==> src/dcc_defs.svh <==
// Offsets, control-byte fields, reset values and timing counts of the DAQ card control logic
`ifndef DCC_DEFS_SVH
`define DCC_DEFS_SVH

`define DCC_OFS_CTR0       4'h0
`define DCC_OFS_CTR1       4'h1
`define DCC_OFS_CTR2       4'h2
`define DCC_OFS_CTRL       4'h3
`define DCC_OFS_DA1_LO     4'h4
`define DCC_OFS_DA1_HI     4'h5
`define DCC_OFS_DA2_LO     4'h6
`define DCC_OFS_DA2_HI     4'h7
`define DCC_OFS_AD_LO      4'h4
`define DCC_OFS_AD_HI      4'h5
`define DCC_OFS_DI_LO      4'h6
`define DCC_OFS_DI_HI      4'h7
`define DCC_OFS_IRQ_CLR    4'h8
`define DCC_OFS_OPMODE     4'hB
`define DCC_OFS_SWTRIG     4'hC
`define DCC_OFS_DO_LO      4'hD
`define DCC_OFS_DO_HI      4'hE

`define DCC_CW_SEL_HI      7
`define DCC_CW_SEL_LO      6
`define DCC_CW_ACC_HI      5
`define DCC_CW_ACC_LO      4
`define DCC_CW_MODE_HI     3
`define DCC_CW_MODE_LO     1
`define DCC_CW_BCD         0
`define DCC_CW_SEL_BAD     2'h3
`define DCC_AD_HI_READY    4

`define DCC_OPMODE_RESET   3'h1

`define DCC_CONV_TIME_NS   8000
`define DCC_CLK_PERIOD_NS  5
`define DCC_CONV_CYCLES    (`DCC_CONV_TIME_NS / `DCC_CLK_PERIOD_NS)
`define DCC_CLK_HZ         200000000
`define DCC_TIMER_BASE_HZ  2000000
`define DCC_TICK_DIV       (`DCC_CLK_HZ / `DCC_TIMER_BASE_HZ)

`endif

==> src/dcc_pkg.sv <==
// Types shared by the DAQ card control logic
package dcc_pkg;
   typedef enum logic [2:0] {
      DCC_OP_OFF        = 3'h0,
      DCC_OP_SW_POLL    = 3'h1,
      DCC_OP_PACER_DMA  = 3'h2,
      DCC_OP_PACER_IRQ  = 3'h6
   } dcc_op_mode_t;

   typedef enum logic [1:0] {
      DCC_IDLE = 2'h0,
      DCC_CONV = 2'h1,
      DCC_DONE = 2'h3
   } dcc_conv_state_t;

   typedef enum logic [1:0] {
      DCC_ACC_LATCH = 2'h0,
      DCC_ACC_LSB   = 2'h1,
      DCC_ACC_MSB   = 2'h2,
      DCC_ACC_BOTH  = 2'h3
   } dcc_access_t;
endpackage : dcc_pkg

==> src/dcc_counter.sv <==
// One programmable 16-bit interval counter with six modes and binary or BCD counting
`timescale 1ns/100ps
module dcc_counter (
   input  wire logic       clk,
   input  wire logic       rst,
   input  wire logic       tick,
   input  wire logic       gate,
   input  wire logic       ctrl_wr,
   input  wire logic [5:0] ctrl,
   input  wire logic       data_wr,
   input  wire logic       data_rd,
   input  wire logic [7:0] wdata,
   output logic      [7:0] rdata,
   output logic            out
);
   import dcc_pkg::*;

   dcc_access_t access;
   logic [2:0]  mode;
   logic        bcd;
   logic [15:0] reload;
   logic [15:0] count;
   logic [15:0] latch;
   logic        latched;
   logic        wr_ptr;
   logic        rd_ptr;
   logic        load_pend;
   logic        armed;
   logic        running;
   logic        trig_pend;
   logic        gate_q;

   function automatic logic [15:0] bcd_dec(input logic [15:0] v);
      logic [15:0] r;
      logic        borrow;
      r = v;
      borrow = 1'b1;
      for (int i = 0; i < 4; i++) begin
         if (borrow) begin
            if (r[i*4 +: 4] == 4'h0) begin
               r[i*4 +: 4] = 4'h9;
            end else begin
               r[i*4 +: 4] = r[i*4 +: 4] - 4'h1;
               borrow = 1'b0;
            end
         end
      end
      return r;
   endfunction : bcd_dec

   // Mode field with the don't-care top bit folded for modes 2 and 3
   wire [2:0]  new_mode   = ctrl[2] ? {1'b0, ctrl[2:1]} : ctrl[3:1];
   wire        latch_cmd  = ctrl_wr & (dcc_access_t'(ctrl[5:4]) == DCC_ACC_LATCH);
   wire        hw_mode    = (mode == 3'h1) | (mode == 3'h5);
   wire        gate_rise  = gate & ~gate_q;
   wire [15:0] dec1       = bcd ? bcd_dec(count) : count - 16'h0001;
   wire [15:0] dec2       = bcd ? bcd_dec(dec1) : dec1 - 16'h0001;
   wire [15:0] next_count = (mode == 3'h3) ? dec2 : dec1;
   wire        start_load = hw_mode ? trig_pend : load_pend;
   wire [15:0] rd_src     = latched ? latch : count;
   wire        rd_high    = (access == DCC_ACC_MSB) | ((access == DCC_ACC_BOTH) & rd_ptr);

   always_ff @(posedge clk or posedge rst) begin
      if (rst) begin
         access    <= DCC_ACC_BOTH;
         mode      <= 3'h0;
         bcd       <= 1'b0;
         reload    <= 16'h0000;
         count     <= 16'h0000;
         latch     <= 16'h0000;
         latched   <= 1'b0;
         wr_ptr    <= 1'b0;
         rd_ptr    <= 1'b0;
         load_pend <= 1'b0;
         armed     <= 1'b0;
         running   <= 1'b0;
         trig_pend <= 1'b0;
         gate_q    <= 1'b0;
         out       <= 1'b0;
         rdata     <= 8'h00;
      end else begin
         gate_q <= gate;
         rdata  <= rd_high ? rd_src[15:8] : rd_src[7:0];
         if (tick && start_load) begin
            count     <= reload;
            running   <= 1'b1;
            load_pend <= 1'b0;
            trig_pend <= 1'b0;
            if (mode == 3'h1) begin
               out <= 1'b0;
            end
         end else if (tick && running && (gate || hw_mode)) begin
            count <= next_count;
            unique case (mode)
               3'h0, 3'h1: if (count == 16'h0001) out <= 1'b1;
               3'h2: begin
                  if (count == 16'h0002) begin
                     out <= 1'b0;
                  end else if (count == 16'h0001) begin
                     out   <= 1'b1;
                     count <= reload;
                  end
               end
               3'h3: begin
                  if ((count == 16'h0002) || (count == 16'h0001)) begin
                     out   <= ~out;
                     count <= reload;
                  end
               end
               3'h4, 3'h5: out <= (count != 16'h0001);
            endcase
         end
         if (gate_rise && hw_mode && armed) begin
            trig_pend <= 1'b1;
         end
         if (latch_cmd) begin
            if (!latched) begin
               latch   <= count;
               latched <= 1'b1;
            end
         end else if (ctrl_wr) begin
            access    <= dcc_access_t'(ctrl[5:4]);
            mode      <= new_mode;
            bcd       <= ctrl[0];
            out       <= (new_mode != 3'h0);
            running   <= 1'b0;
            load_pend <= 1'b0;
            trig_pend <= 1'b0;
            armed     <= 1'b0;
            latched   <= 1'b0;
            wr_ptr    <= 1'b0;
            rd_ptr    <= 1'b0;
         end else begin
            if (data_wr) begin
               unique case (access)
                  DCC_ACC_LSB: reload <= {8'h00, wdata};
                  DCC_ACC_MSB: reload <= {wdata, 8'h00};
                  DCC_ACC_BOTH: begin
                     wr_ptr <= ~wr_ptr;
                     if (wr_ptr) begin
                        reload[15:8] <= wdata;
                     end else begin
                        reload[7:0] <= wdata;
                     end
                  end
                  default: reload <= reload;
               endcase
               if ((access != DCC_ACC_BOTH) || wr_ptr) begin
                  load_pend <= 1'b1;
                  armed     <= 1'b1;
                  if (mode == 3'h0) begin
                     out <= 1'b0;
                  end
               end
            end
            if (data_rd) begin
               if (access == DCC_ACC_BOTH) begin
                  rd_ptr <= ~rd_ptr;
               end
               if ((access != DCC_ACC_BOTH) || rd_ptr) begin
                  latched <= 1'b0;
               end
            end
         end
      end
   end
endmodule : dcc_counter

==> src/dcc_top.sv <==
// Control logic of the data acquisition card: host registers, A/D sequencing, D/A, DIO, timer
//
// How it works
// - External trigger rising edge starts a conversion
// - External trigger works with DMA, interrupt, polling
// - Operation mode register selects the transfer method
// - Ready flag set at end, cleared reading low byte
// - Every conversion completes within eight microseconds
// - Interrupt mode raises request when result ready
// - DMA mode requests a transfer per result
// - Analog code held until high byte written
// - Digital ports are accessed as whole bytes
// - Three 16-bit counters, six modes each
// - Counter one clocks counter two as pacer
// - Pacer base is 2 MHz divided clock
// - Counter zero clock, gate, output on pins
// - Timer occupies offsets zero to three
// - Control bits 7:6 select counter, 11 illegal
// - Control bits 5:4 select latch or byte access
// - Control bits 3:1 select counter mode
// - Control bit 0 selects binary or BCD
// - Modes zero to five in documented order
// - Mode bits: off, soft-poll default, pacer-DMA, pacer-irq
// - Interrupt flag set per conversion, cleared by write
// - Write to trigger offset starts one conversion
// - External source selected masks software and pacer
`include "dcc_defs.svh"
`timescale 1ns/100ps
module dcc_top (
   input  wire logic        clk,
   input  wire logic        rst,
   input  wire logic [3:0]  io_addr,
   input  wire logic        io_wr,
   input  wire logic        io_rd,
   input  wire logic [7:0]  io_wdata,
   output logic      [7:0]  io_rdata,
   input  wire logic        external_trigger_input,
   input  wire logic        ext_trig_select,
   input  wire logic        ctr0_clk,
   input  wire logic        ctr0_gate,
   output logic             ctr0_out,
   output logic             pacer_trigger,
   output logic             adc_start,
   input  wire logic [11:0] adc_result_in,
   output logic      [11:0] ad_result,
   output logic             conversion_ready_flag,
   output logic             irq,
   output logic             dma_req,
   input  wire logic        dma_ack,
   input  wire logic [15:0] di,
   output logic      [15:0] dout,
   output logic      [11:0] analog_output_one,
   output logic      [11:0] analog_output_two,
   output logic      [2:0]  op_mode
);
   import dcc_pkg::*;

   localparam int CONV_LAST = `DCC_CONV_CYCLES - 2;   // Result and flags stand 8 us after the trigger
   localparam int TICK_LAST = `DCC_TICK_DIV - 1;

   // Pin synchronisers: bit 0 is the first flop and only feeds bit 1
   logic [2:0]  ext_s;
   logic [2:0]  c0clk_s;
   logic [1:0]  c0gate_s;
   logic [1:0]  sel_s;
   logic [1:0]  ack_s;
   logic [11:0] adc_q1;
   logic [11:0] adc_q2;
   logic [15:0] di_q1;
   logic [15:0] di_q2;

   logic [6:0]      base_cnt;
   logic            base_tick;
   logic [2:0]      ctr_out;
   logic [2:0]      ctr_out_q;
   logic [7:0]      ctr_rdata [3];
   logic [2:0]      ctr_tick;
   logic [2:0]      ctr_gate;
   dcc_conv_state_t state;
   dcc_conv_state_t next_state;
   logic [10:0]     conv_cnt;
   logic [7:0]      da1_lo;
   logic [7:0]      da2_lo;
   logic            irq_flag;
   logic [7:0]      rd_mux;

   always_ff @(posedge clk or posedge rst) begin
      if (rst) begin
         ext_s    <= 3'h0;
         c0clk_s  <= 3'h0;
         c0gate_s <= 2'h0;
         sel_s    <= 2'h0;
         ack_s    <= 2'h0;
         adc_q1   <= 12'h000;
         adc_q2   <= 12'h000;
         di_q1    <= 16'h0000;
         di_q2    <= 16'h0000;
      end else begin
         ext_s    <= {ext_s[1:0], external_trigger_input};
         c0clk_s  <= {c0clk_s[1:0], ctr0_clk};
         c0gate_s <= {c0gate_s[0], ctr0_gate};
         sel_s    <= {sel_s[0], ext_trig_select};
         ack_s    <= {ack_s[0], dma_ack};
         adc_q1   <= adc_result_in;
         adc_q2   <= adc_q1;
         di_q1    <= di;
         di_q2    <= di_q1;
      end
   end

   // Host register decode
   wire wr_ctrl    = io_wr & (io_addr == `DCC_OFS_CTRL);
   wire wr_da1_lo  = io_wr & (io_addr == `DCC_OFS_DA1_LO);
   wire wr_da1_hi  = io_wr & (io_addr == `DCC_OFS_DA1_HI);
   wire wr_da2_lo  = io_wr & (io_addr == `DCC_OFS_DA2_LO);
   wire wr_da2_hi  = io_wr & (io_addr == `DCC_OFS_DA2_HI);
   wire wr_irq_clr = io_wr & (io_addr == `DCC_OFS_IRQ_CLR);
   wire wr_opmode  = io_wr & (io_addr == `DCC_OFS_OPMODE);
   wire wr_swtrig  = io_wr & (io_addr == `DCC_OFS_SWTRIG);
   wire wr_do_lo   = io_wr & (io_addr == `DCC_OFS_DO_LO);
   wire wr_do_hi   = io_wr & (io_addr == `DCC_OFS_DO_HI);
   wire rd_ad_lo   = io_rd & (io_addr == `DCC_OFS_AD_LO);
   wire [1:0] cw_sel = io_wdata[`DCC_CW_SEL_HI:`DCC_CW_SEL_LO];

   // Timer base: one tick per period of the 2 MHz count clock
   always_ff @(posedge clk or posedge rst) begin
      if (rst) begin
         base_cnt  <= 7'h00;
         base_tick <= 1'b0;
      end else begin
         base_tick <= (base_cnt == 7'(TICK_LAST));
         base_cnt  <= (base_cnt == 7'(TICK_LAST)) ? 7'h00 : base_cnt + 7'h01;
      end
   end

   always_ff @(posedge clk or posedge rst) begin
      if (rst) begin
         ctr_out_q <= 3'h0;
      end else begin
         ctr_out_q <= ctr_out;
      end
   end

   assign ctr_tick[0] = c0clk_s[1] & ~c0clk_s[2];
   assign ctr_tick[1] = base_tick;
   assign ctr_tick[2] = ctr_out[1] & ~ctr_out_q[1];
   assign ctr_gate[0] = c0gate_s[1];
   assign ctr_gate[1] = 1'b1;
   assign ctr_gate[2] = 1'b1;

   generate
      for (genvar g = 0; g < 3; g++) begin : g_ctr
         wire sel_hit = (cw_sel == 2'(g)) & (cw_sel != `DCC_CW_SEL_BAD);
         wire at_ofs  = (io_addr == 4'(g));
         dcc_counter u_ctr (
            .clk     (clk),
            .rst     (rst),
            .tick    (ctr_tick[g]),
            .gate    (ctr_gate[g]),
            .ctrl_wr (wr_ctrl & sel_hit),
            .ctrl    (io_wdata[`DCC_CW_ACC_HI:`DCC_CW_BCD]),
            .data_wr (io_wr & at_ofs),
            .data_rd (io_rd & at_ofs),
            .wdata   (io_wdata),
            .rdata   (ctr_rdata[g]),
            .out     (ctr_out[g])
         );
      end
   endgenerate

   assign ctr0_out      = ctr_out[0];
   assign pacer_trigger = ctr_out[2];

   // Trigger selection; conversions requested mid-conversion are dropped
   wire ext_sel    = sel_s[1];
   wire ext_rise   = ext_s[1] & ~ext_s[2];
   wire pacer_rise = ctr_out[2] & ~ctr_out_q[2];
   wire pacer_mode = (op_mode == DCC_OP_PACER_DMA) | (op_mode == DCC_OP_PACER_IRQ);
   wire sw_trig    = wr_swtrig & (op_mode != DCC_OP_OFF);
   wire pace_trig  = pacer_rise & pacer_mode;
   wire trig       = ext_sel ? ext_rise : (sw_trig | pace_trig);
   wire conv_start = trig & (state == DCC_IDLE);
   wire conv_end   = (state == DCC_CONV) & (conv_cnt == 11'(CONV_LAST));
   wire done_evt   = (state == DCC_DONE);

   always_comb begin
      next_state = state;
      unique case (state)
         DCC_IDLE: if (conv_start) next_state = DCC_CONV;
         DCC_CONV: if (conv_end) next_state = DCC_DONE;
         DCC_DONE: next_state = DCC_IDLE;
         default:  next_state = DCC_IDLE;
      endcase
   end

   always_ff @(posedge clk or posedge rst) begin
      if (rst) begin
         state     <= DCC_IDLE;
         conv_cnt  <= 11'h000;
         adc_start <= 1'b0;
         ad_result <= 12'h000;
      end else begin
         state     <= next_state;
         adc_start <= conv_start;
         conv_cnt  <= (state == DCC_CONV) ? conv_cnt + 11'h001 : 11'h000;
         if (conv_end) begin
            ad_result <= adc_q2;
         end
      end
   end

   // Completion flags: a new result wins over a clear in the same cycle
   always_ff @(posedge clk or posedge rst) begin
      if (rst) begin
         conversion_ready_flag <= 1'b0;
         irq_flag              <= 1'b0;
         dma_req               <= 1'b0;
      end else begin
         if (done_evt) begin
            conversion_ready_flag <= 1'b1;
         end else if (rd_ad_lo) begin
            conversion_ready_flag <= 1'b0;
         end
         if (done_evt && (op_mode == DCC_OP_PACER_IRQ)) begin
            irq_flag <= 1'b1;
         end else if (wr_irq_clr) begin
            irq_flag <= 1'b0;
         end
         if (done_evt && (op_mode == DCC_OP_PACER_DMA)) begin
            dma_req <= 1'b1;
         end else if (ack_s[1]) begin
            dma_req <= 1'b0;
         end
      end
   end

   assign irq = irq_flag;

   // Mode, analog and digital output registers
   always_ff @(posedge clk or posedge rst) begin
      if (rst) begin
         op_mode           <= `DCC_OPMODE_RESET;
         da1_lo            <= 8'h00;
         da2_lo            <= 8'h00;
         analog_output_one <= 12'h000;
         analog_output_two <= 12'h000;
         dout              <= 16'h0000;
      end else begin
         if (wr_opmode) begin
            op_mode <= io_wdata[2:0];
         end
         if (wr_da1_lo) begin
            da1_lo <= io_wdata;
         end
         if (wr_da1_hi) begin
            analog_output_one <= {io_wdata[3:0], da1_lo};
         end
         if (wr_da2_lo) begin
            da2_lo <= io_wdata;
         end
         if (wr_da2_hi) begin
            analog_output_two <= {io_wdata[3:0], da2_lo};
         end
         if (wr_do_lo) begin
            dout[7:0] <= io_wdata;
         end
         if (wr_do_hi) begin
            dout[15:8] <= io_wdata;
         end
      end
   end

   // Read mux; write-only and unmapped offsets read as zero
   always_comb begin
      unique case (io_addr)
         `DCC_OFS_CTR0:  rd_mux = ctr_rdata[0];
         `DCC_OFS_CTR1:  rd_mux = ctr_rdata[1];
         `DCC_OFS_CTR2:  rd_mux = ctr_rdata[2];
         `DCC_OFS_AD_LO: rd_mux = ad_result[7:0];
         `DCC_OFS_AD_HI: rd_mux = {3'h0, conversion_ready_flag, ad_result[11:8]};
         `DCC_OFS_DI_LO: rd_mux = di_q2[7:0];
         `DCC_OFS_DI_HI: rd_mux = di_q2[15:8];
         default:        rd_mux = 8'h00;
      endcase
   end

   always_ff @(posedge clk or posedge rst) begin
      if (rst) begin
         io_rdata <= 8'h00;
      end else if (io_rd) begin
         io_rdata <= rd_mux;
      end
   end
endmodule : dcc_top

==> config.mk <==
export PLATFORM = sky130hd
export DESIGN_NAME = dcc_top
export DESIGN_NICKNAME = d
export VERILOG_FILES = /design/src/dcc_pkg.sv /design/src/dcc_counter.sv /design/src/dcc_top.sv
export VERILOG_INCLUDE_DIRS = /design/src
export SDC_FILE = /design/constraint.sdc
export NUM_CORES = 1
export LEC_CHECK = 0
export BUFFER_PORTS_ARGS = -buffer_cell sky130_fd_sc_hd__buf_2
export CAP_MARGIN = 30
export CORE_ASPECT_RATIO = 1.75
export CORE_UTILIZATION = 45
export DETAILED_ROUTE_END_ITERATION = 8
export GPL_TIMING_DRIVEN = 0
export SLEW_MARGIN = 10
export SYNTH_ARGS = -nofsm -noshare
export SYNTH_HDL_FRONTEND = slang
export SYNTH_SLANG_ARGS = --single-unit
==> constraint.sdc <==
create_clock -name clk -period 11.4 [get_ports clk]
set_input_delay 0.57 -clock clk [delete_from_list [all_inputs] [get_ports clk]]
set_output_delay 0.57 -clock clk [all_outputs]
set_load 0.05 [all_outputs]
==> results.cfg, run 1 <==
[final_layout]
nets = 2207
seqCellArea_sq_um = 9670
multi_input_area_sq_um = 9600
fillCellCount = 4020
final_cells = 2735
drive_gt1_share_pct = 18.3
design_area_sq_um = 22800
syn_to_final_growth_pct = 14.4

[sta]
skew_ns = 0.0222
drv_slew = 0
relSlewSlack_pct = 33.2
finalHoldViolCount = 0
setup_violations = 0
post-route-min-period_ns = 4.62
rsz0062_at_grt = no
fin_setup_tns_ns = 0
worstMarginPinSlew_ns = 0.995
fmaxAchievable_mhz = 217
setup_slack_ns = 6.78
finalCritPeriodShare_pct = 40.5

[drt]
route.vias.total = 16700
via_per_inst = 6.12
routed.top_layer = met5
drc_errors = 0
drt-initial-drc-count = 1156
wl_met2_mm = 34.6
antenna_left = 0
dr.pass1.iters = 7
dr_wl_met3_mm = 2.67
wirelength_mm = 66.3
wl_met1_mm = 24.5
avgRoutedWirePerCell_um = 24.2

[synth]
yosysTopAreaCell = dfrtp_1
synth_top_area_share_pct = 47.6
syn-cell-area_sq_um = 19900
synth_area_leaders = dfrtp_1 48%, mux2_2 7.0%, nand2_1 3.8%, o21ai_0 3.6%, mux4_2 2.9%
synth_nets = 2038
yosysSeqAreaShare_pct = 48.5
yosys.cell_types.count = 90
synth_enable_flop_cells = 0
async_flop_share_pct = 100
synth_common_cells = 379 x dfrtp_1, 201 x nand2_1, 146 x nor2_1
avgSynthCellArea_sq_um = 10.1
synth.most_common_cell = dfrtp_1
yosys_warnings = 0
ys_ff_latch = 386
netlist_instances = 1970
synth-main-ff-cell = dfrtp_1

[setup_path]
arrival_ns = 5.05
critPathKind = reg2reg
path_delay_family = compound AO/OA/AOI/OAI gates
critical_path.slowest_cell = mux2i_1
critPathMostFrequentCell = clkbuf_1
crit_fanout = 10
r2r_slack_ns = 6.78
worst_path_largest_cell_delay_ns = 0.74
cp-start-kind = register
worstSetupEndpointType = register
cp.buffers_inverters = 3
cp_cell_sequence = clkbuf_1 > inv_1 > ha_1 > clkbuf_1 > mux2i_1 > nor4_1 > xnor2_1 > o2111ai_2 > nor2_1 > o22ai_1 > a311oi_1 > o21ai_0
critPathRequiredTime_ns = 11.83

[worst_hold_path]
min_path_type = in2async

[cts]
holdBufCountCts = 0
cts.htree.levels = 2
clk-insertion-delay-late_ns = 0.56
cts_made_buffers = 38
cts_tree = yes
cts_root_buf = clkbuf_16
clk_pin_slew_ns = 0.07
cts_resized = 0
cts.sinks = 386
max-clock-path-buffers = 3
cts_setup_buffers = 0

[placement]
gp_congestion = 0.995
dp_hpwl_mm = 49.9
port-buffer-count = 113
placed_cells = 2662
place_ws_ns = 6.90
placed_area_sq_um = 21400

[power_and_ir_drop]
p_leak_nw = 9.84
vdd_drop_max_mv = 0.139
cellPowerDensity_nw_per_um2 = 205
power.total_mw = 4.67

[run_status]
status = finished, final reports clean

[run]
maxCapViolCount = 0

[floorplan]
io_pins = 118
die_h_um = 280
rows = 101
dieArea_sq_um = 45200
core_area_sq_um = 43600
start_util_pct = 45.7
die_w_um = 161

[global_route]
grt_max_degree = 118
grt_pass1_wl_mm = 102
grt.overflow.total = 0
grt_pass1_vias = 16900
antenna_found_initial = 3
grt_usage_pct = 29.7
## cells in the final DEF, fill, tap and decap left out, drive strengths merged, types with 17 or more instances in the layout
| cell type | instances |
|---|---|
| o211ai | 17 |
| a21oi | 95 |
| or3 | 19 |
| inv | 55 |
| o21ai | 151 |
| and3 | 17 |
| xor2 | 21 |
| nand2b | 23 |
| dfrtp | 379 |
| ha | 19 |
| xnor2 | 26 |
| nor2 | 146 |
| nor3 | 54 |
| nand3 | 41 |
| mux2 | 124 |
| mux4 | 26 |
| a22oi | 41 |
| and2 | 18 |
| a31oi | 17 |
| o31ai | 17 |
| clkbuf | 162 |
| mux2i | 23 |
| o22ai | 21 |
| nand2 | 201 |
| a22o | 45 |
| buf | 141 |
| nor4 | 31 |
## logic make-up after synthesis
group	after synthesis	share of synthesized area [%]
simple gates	629	15.6
compound gates	540	18.1
flops	386	48.5
buf+inv	175	3.44
mux	173	11.1
xor+xnor	47	2.06
fa+ha+maj	19	1.19
other cells	1	0.0188
## power breakdown
part           switching (mW)  total [mW]  leakage, nW  internal (mW)
clock network           0.575        1.36        0.658          0.789
registers               0.186        1.75         4.93           1.57
logic                    1.04        1.55         4.25          0.515
## cell type report
type                       instances  share of cell area [%]
antenna                            1                  0.0110
buffer                           122                    2.14
clock buffer                      53                    4.90
clock inverter                    16                    1.06
inverter                          53                   0.905
multi-input combinational       1409                    42.1
sequential                       386                    42.4
tap                              566                    3.10
timing repair buffer             129                    3.41
## worst register-to-register path: stages (launching register included)
cell       delay, ns
dfrtp_1         0.37
clkbuf_1        0.49
inv_1           0.22
ha_1            0.27
clkbuf_1        0.23
mux2i_1         0.74
nor4_1          0.13
xnor2_1         0.50
o2111ai_2       0.40
nor2_1          0.50
o22ai_1         0.15
a311oi_1        0.35
o21ai_0         0.14
## state kept, by name (all words and copies together) (netlist names), 12 cells and up
register / flops
analog_output_two: 12
dout: 16
g_ctr.u_ctr.rdata: 24
g_ctr.u_ctr.count: 48
adc_q1: 12
g_ctr.u_ctr.latch: 48
g_ctr.u_ctr.reload: 48
analog_output_one: 12
di_q2: 16
di_q1: 16
ad_result: 12
adc_q2: 12
## per-layer routing
layer	track usage (%)	vias to the layer above
li1	-	7583
met1	33.2	8364
met2	53.4	577
met3	3.02	217
met4	19.0	2
met5	0	-
## final timing paths
path                                              start  depth (start not counted)                       end
min in group clk                                 di[12]                          1                 di_q1[12]
worst min-delay path                                rst                          2               conv_cnt[9]
worst max-delay path            g_ctr[2].u_ctr.count[0]                         12  g_ctr[2].u_ctr.count[10]
worst min register to register                di_q1[14]                          0                 di_q2[14]
worst max register to register  g_ctr[2].u_ctr.count[0]                         12  g_ctr[2].u_ctr.count[10]
max in group asynchronous                           rst                          4  g_ctr[0].u_ctr.count[10]
## per-stage QoR
stage	utilization [%]	hold WS [ns]
5_1_grt	52.3	0.0897
3_3_place_gp	48.7	0.333
3_5_place_dp	49.1	0.335
4_1_cts	52.3	0.0601
2_1_floorplan	-	0.331
6_report	52.3	0.0510
No activity file was read; power rests on OpenSTA's default activity.
==> run 2, diff against run 1 <==
--- a/config.mk
+++ b/config.mk
@@ -6,6 +6,7 @@
 export SDC_FILE = /design/constraint.sdc
 export NUM_CORES = 1
 export LEC_CHECK = 0
+export ABC_AREA = 1
 export BUFFER_PORTS_ARGS = -buffer_cell sky130_fd_sc_hd__buf_2
 export CAP_MARGIN = 30
 export CORE_ASPECT_RATIO = 1.75
==> constraint.sdc (replaced) <==
create_clock -name clk -period 4.1 [get_ports clk]
set_input_delay 0.205 -clock clk [delete_from_list [all_inputs] [get_ports clk]]
set_output_delay 0.205 -clock clk [all_outputs]
set_load 0.05 [all_outputs]
==> results.cfg, run 2 <==
[setup_path]
crit_fanout = 7
critPathRequiredTime_ns = 4.55
cp_cell_sequence = inv_1 > ha_1 > nand2_2 > inv_1 > nand2_1 > nand2_1 > nor3_2 > nand2_1 > nor3_2 > nand3_1 > nand2_1 > nand3_1 > nand3_1 > nand3_1 > nand3_1 > nand2_1
worst_path_largest_cell_delay_ns = 0.46
critPathKind = reg2reg
cp-start-kind = register
path_delay_family = simple AND/OR/NAND/NOR gates
cp.buffers_inverters = 2
arrival_ns = 3.55
worstSetupEndpointType = register
critical_path.slowest_cell = dfrtp_1

[final_layout]
nets = 3046
drive_gt1_share_pct = 11.5
final_common_cell = nand2_1
design_area_sq_um = 24000
fillCellCount = 4468
syn_to_final_growth_pct = 15.5
layout_common_cells = 894 x nand2_1, 379 x dfrtp_1, 320 x inv_1
biggestRegsByFlops = g_ctr.u_ctr.count x48, g_ctr.u_ctr.latch x48, g_ctr.u_ctr.reload x48

[synth]
avgSynthCellArea_sq_um = 7.51
synth_common_cells = 894 x nand2_1, 379 x dfrtp_1, 321 x inv_1
syn-cell-area_sq_um = 20800
synth_nets = 2841
yosys_warnings = 0
netlist_instances = 2773
synth-main-ff-cell = dfrtp_1
synth_enable_flop_cells = 0
async_flop_share_pct = 100
ys_ff_latch = 386
synth_area_leaders = dfrtp_1 46%, nand2_1 16%, o21ai_0 6.6%, inv_1 5.8%, nand3_1 4.3%
yosys.cell_types.count = 60
synth.most_common_cell = nand2_1
synth_top_area_share_pct = 45.6
yosysSeqAreaShare_pct = 46.4
yosysTopAreaCell = dfrtp_1

[drt]
antenna_left = 0
avgRoutedWirePerCell_um = 19.6
via_per_inst = 5.51
wirelength_mm = 70.3
dr.pass1.iters = 6
route.vias.total = 19700
drc_errors = 0
drt-initial-drc-count = 1236

[power_and_ir_drop]
p_leak_nw = 12.0
switching_share_pct = 41.5
power.total_mw = 13.5
combPwrFrac_pct = 35.9
internal-power_mw = 7.89
clkPwrFrac_pct = 27.3
sequentialPowerShare_pct = 36.8
power.switching_mw = 5.60
vdd_drop_max_mv = 0.513
cellPowerDensity_nw_per_um2 = 561

[cts]
cts_made_buffers = 38
max-clock-path-buffers = 3
cts.htree.levels = 2
cts_root_buf = clkbuf_16
clk_pin_slew_ns = 0.07
cts.sinks = 386
clk-insertion-delay-late_ns = 0.57
cts_tree = yes
cts_setup_buffers = 0
cts_resized = 0

[sta]
finalCritPeriodShare_pct = 75.5
rsz0062_at_grt = no
post-route-min-period_ns = 3.10
finalHoldViolCount = 0
drv_slew = 0
skew_ns = 0.0194
fmaxAchievable_mhz = 323
relSlewSlack_pct = 37.6
worstMarginPinSlew_ns = 0.937
setup_violations = 0

[global_route]
grt_max_degree = 42
met1_usage_pct = 32.3
grt_pass1_vias = 19300
grt_use_met3_pct = 3.27
grt_pass1_wl_mm = 108
antenna_found_initial = 1
met2_usage_pct = 55.5
busiest_layer = met2
grt.overflow.total = 0
grt_usage_pct = 30.0

[floorplan]
io_pins = 118
start_util_pct = 45.9
dieArea_sq_um = 47200
core_area_sq_um = 45400
rows = 103
die_w_um = 165
die_h_um = 287

[placement]
placed_area_sq_um = 22400
gp_congestion = 0.967
port-buffer-count = 113
dp_hpwl_mm = 54.3

[run_status]
status = finished, final reports clean

[worst_hold_path]
min_path_type = in2reg

[run]
maxCapViolCount = 0
## run 2: changes by cell type in the layout (fill, tap and decap cells not counted), moves of 38 or more
cell      change
inv_1       +270
o21ai_0     +133
nand3_1     +139
nand2_1     +693
clkbuf_1     -55
mux2_2       -99
a22o_1       -38
## run 2: area by class of cell
type / count / area (sq um) / area share (%)
flip-flops and latches: 386 / 9670 / 40.2
multi-input cells: 1974 / 9580 / 39.9
inverters: 344 / 1290 / 5.39
repair buffers: 165 / 1180 / 4.93
clock buffers: 49 / 1060 / 4.42
well taps: 577 / 722 / 3.00
plain buffers: 69 / 283 / 1.18
clock inverters: 20 / 245 / 1.02
diodes: 1 / 2.50 / 0.0104
## run 2: cells by family after synthesis
family | share of synthesized area, %
AO/OA/AOI/OAI | 14.1
XOR/XNOR | 0.547
adder cells (fa/ha/maj) | 1.14
buffers and inverters | 7.56
flip-flops | 46.4
multiplexers | 1.35
other | 0.0180
AND/OR/NAND/NOR | 28.9
## run 2: what timing repair did
item,in CTS,in global routing
hold endpoints to repair,79,0
hold buffers,37,0
endpoints found under the setup margin,0,0
## run 2: routing by layer
metal  wire length, um  part of all wire (%)  vias to the layer above
met5                 9                 0.013                        -
met2             37500                    53                      566
met3              2840                   4.0                      184
li1                  -                     -                     9464
met4              4450                   6.3                        2
met1             25600                    36                     9533
## run 2: final timing paths
kind / start / to / slack (ns) / depth (start not counted)
max in group asynchronous: rst / g_ctr[1].u_ctr.latch[14] / 1.59 / 11
setup reg to reg: g_ctr[0].u_ctr.count[0] / g_ctr[0].u_ctr.count[11] / 1.00 / 16
min in group asynchronous: rst / c0clk_s[2] / 0.19 / 3
setup / recovery: g_ctr[0].u_ctr.count[0] / g_ctr[0].u_ctr.count[11] / 1.00 / 16
hold reg to reg: adc_q1[2] / adc_q2[2] / 0.35 / 0
hold / removal: io_wdata[3] / da2_lo[3] / 0.04 / 3
## run 2: per-stage QoR
step	setup slack, ns	std cells	setup TNS [ns]	hold slack (ns)	utilization (%)
2_1_floorplan	-1.29	2773	-488.62	0.236	-
3_3_place_gp	-3.56	3463	-1328.92	0.313	48.7
3_5_place_dp	1.11	3478	0	0.227	49.3
4_1_cts	1.09	3584	0	0.0255	53.0
5_1_grt	0.778	3584	0	0.0582	53.0
6_report	1.00	3585	0	0.0398	53.0
## run 2: tightest hold or removal path, stage by stage
cell,delay (ns)
buf_2,0.18
nand2_1,0.09
o21ai_0,0.07
## run 2: power by group through the flow
stage / clock network [mW] / registers (mW) / logic (mW)
2_1_floorplan: 0 / 5.27 / 2.96
3_3_place_gp: 0 / 5.01 / 4.68
3_5_place_dp: 0 / 5.02 / 4.74
4_1_cts: 3.76 / 4.95 / 4.80
5_1_grt: 3.88 / 5.04 / 5.31
6_report: 3.69 / 4.97 / 4.84
==> run 3, diff against run 2 <==
==> constraint.sdc (replaced) <==
create_clock -name clk -period 2.5 [get_ports clk]
set_input_delay 0.125 -clock clk [delete_from_list [all_inputs] [get_ports clk]]
set_output_delay 0.125 -clock clk [all_outputs]
set_load 0.05 [all_outputs]
==> results.cfg, run 3 (same netlist as run 2, synthesis figures left out) <==
[run_status]
status = finished, final reports clean

[setup_path]
path_delay_family = simple AND/OR/NAND/NOR gates
r2r_slack_ns = 0.01
worst_path_largest_cell_delay_ns = 0.46
reg2reg_depth = 20
crit_fanout = 6
arrival_ns = 2.94
cp_cell_sequence = nor2_4 > nand2_4 > nor2_4 > buf_6 > nand2_1 > o21ai_1 > nand2_1 > nand2_4 > buf_4 > nand2_1 > inv_2 > nand3_1 > nand2_1 > nand3_1 > nand3_2 > nand3_1 > nand2_1 > inv_1 > nand2_2 > nand2_1
critPathRequiredTime_ns = 2.95
cp_num_cells = 20
worstSetupEndpointType = register
cp.buffers_inverters = 4
critical_path.slowest_cell = dfrtp_2
critPathKind = reg2reg
critPathMostFrequentCell = nand2_1
cp-start-kind = register

[power_and_ir_drop]
power.total_mw = 24.1
p_leak_nw = 12.7
cellPowerDensity_nw_per_um2 = 924
vdd_drop_max_mv = 0.839

[floorplan]
die_h_um = 287
dieArea_sq_um = 47200
rows = 103
die_w_um = 165
core_area_sq_um = 45400
start_util_pct = 45.9
io_pins = 118

[sta]
finalHoldViolCount = 0
drv_slew = 0
finalCritPeriodShare_pct = 99.5
setup_slack_ns = 0.0133
worstMarginPinSlew_ns = 0.978
setup_violations = 0
holdWs_ns = 0.0486
rsz0062_at_grt = yes
fmaxAchievable_mhz = 402
relSlewSlack_pct = 34.8
skew_ns = 0.0202
post-route-min-period_ns = 2.49

[final_layout]
fillCellCount = 4300
final_common_cell = nand2_1
biggestRegsByFlops = g_ctr.u_ctr.count x48, g_ctr.u_ctr.latch x48, g_ctr.u_ctr.reload x48
drive_gt1_share_pct = 22.0
nets = 3165
syn_to_final_growth_pct = 25.4
n_antenna_cell = 0
layout_common_cells = 829 x nand2_1, 355 x dfrtp_1, 287 x inv_1

[drt]
route.vias.total = 20500
avgRoutedWirePerCell_um = 19.7
dr.pass1.iters = 6
wirelength_mm = 73.0
drt-initial-drc-count = 1270
drc_errors = 0
via_per_inst = 5.53
antenna_left = 0

[global_route]
grt.overflow.total = 0
grt_pass1_vias = 19800
grt_pass1_wl_mm = 110
antenna_found_initial = 2
grt_max_degree = 42
grt_usage_pct = 30.7

[placement]
port-buffer-count = 113
place_ws_ns = -0.486
gp_congestion = 0.967
dp_hpwl_mm = 54.3

[cts]
cts.sinks = 386
cts.htree.levels = 2
cts_made_buffers = 38
max-clock-path-buffers = 3
clk-insertion-delay-late_ns = 0.57
cts_tree = yes
clk_pin_slew_ns = 0.07
cts_root_buf = clkbuf_16

[worst_hold_path]
min_path_cells = 3
min_path_type = in2reg

[run]
maxCapViolCount = 0
==> run 3: cell count changes in the layout (fill, tap and decap cells not counted), moves of 22 or more <==
cell / previous run / this run
inv_1: 320 / 287
nand2_1: 894 / 829
nand3_2: 8 / 31
buf_4: 1 / 104
dfrtp_2: 0 / 24
dfrtp_1: 379 / 355
nor2_1: 181 / 134
nand2_4: 1 / 23
nor2_4: 9 / 47
nand2_2: 29 / 70
nand3_1: 180 / 151
==> run 3: area by class of cell <==
cell class,instances,area (sq um),area share (%)
plain buffers,68,304,1.16
clock buffers,49,1060,4.07
clock inverters,20,245,0.939
inverters,344,1350,5.18
multi-input cells,1974,10600,40.4
flip-flops and latches,386,9700,37.1
well taps,577,722,2.77
repair buffers,285,2170,8.30
==> run 3: where the power goes <==
group	switching [mW]	total [mW]	internal, mW
logic	6.54	9.82	3.28
clock network	2.67	6.05	3.38
registers	0.911	8.26	7.35
total	10.1	24.1	14.0
==> run 3: through the flow <==
step	TNS, ns	std cells	utilization [%]	cell area [sq um]
3_5_place_dp	-24.00	3478	49.3	22400
3_3_place_gp	-1936.27	3463	48.7	22100
4_1_cts	-0.0312	3641	55.0	24900
6_report	0	3703	57.6	26100
5_1_grt	-1.06	3703	57.6	26100
2_1_floorplan	-1074.41	2773	-	20800
==> run 3: worst min-delay path, cell delays in order <==
cell and delay [ns]:
clkbuf_2 0.24, nand2_1 0.13, o21ai_0 0.07
==> run 3: path summary, 6_finish.rpt <==
check,startpoint,endpoint
max in group asynchronous,rst,g_ctr[1].u_ctr.latch[11]
max,g_ctr[1].u_ctr.count[2],g_ctr[1].u_ctr.count[13]
min,io_wdata[0],g_ctr[0].u_ctr.bcd
min in group asynchronous,rst,analog_output_one[11]
min reg2reg,adc_q1[2],adc_q2[2]
max reg2reg,g_ctr[1].u_ctr.count[2],g_ctr[1].u_ctr.count[13]
==> run 3: metal layers <==
layer  wire [um]  global-route usage (%)  part of all wire (%)  up-vias
met5           9                       0                 0.012        -
met4        5270                    19.7                   7.2        2
met3        3220                    3.18                   4.4      235
met2       38600                    56.3                    53      656
met1       25900                    32.8                    35     9888
li1            -                       -                     -     9704
==> run 3: what timing repair did <==
action                     4_1_cts  5_1_grt
resized for setup              133      218
setup endpoints to repair       50       96
pin swaps                       30       75
setup buffers                   47       62
hold buffers                    46        0
gates cloned                     1        0
hold endpoints to repair        94        0
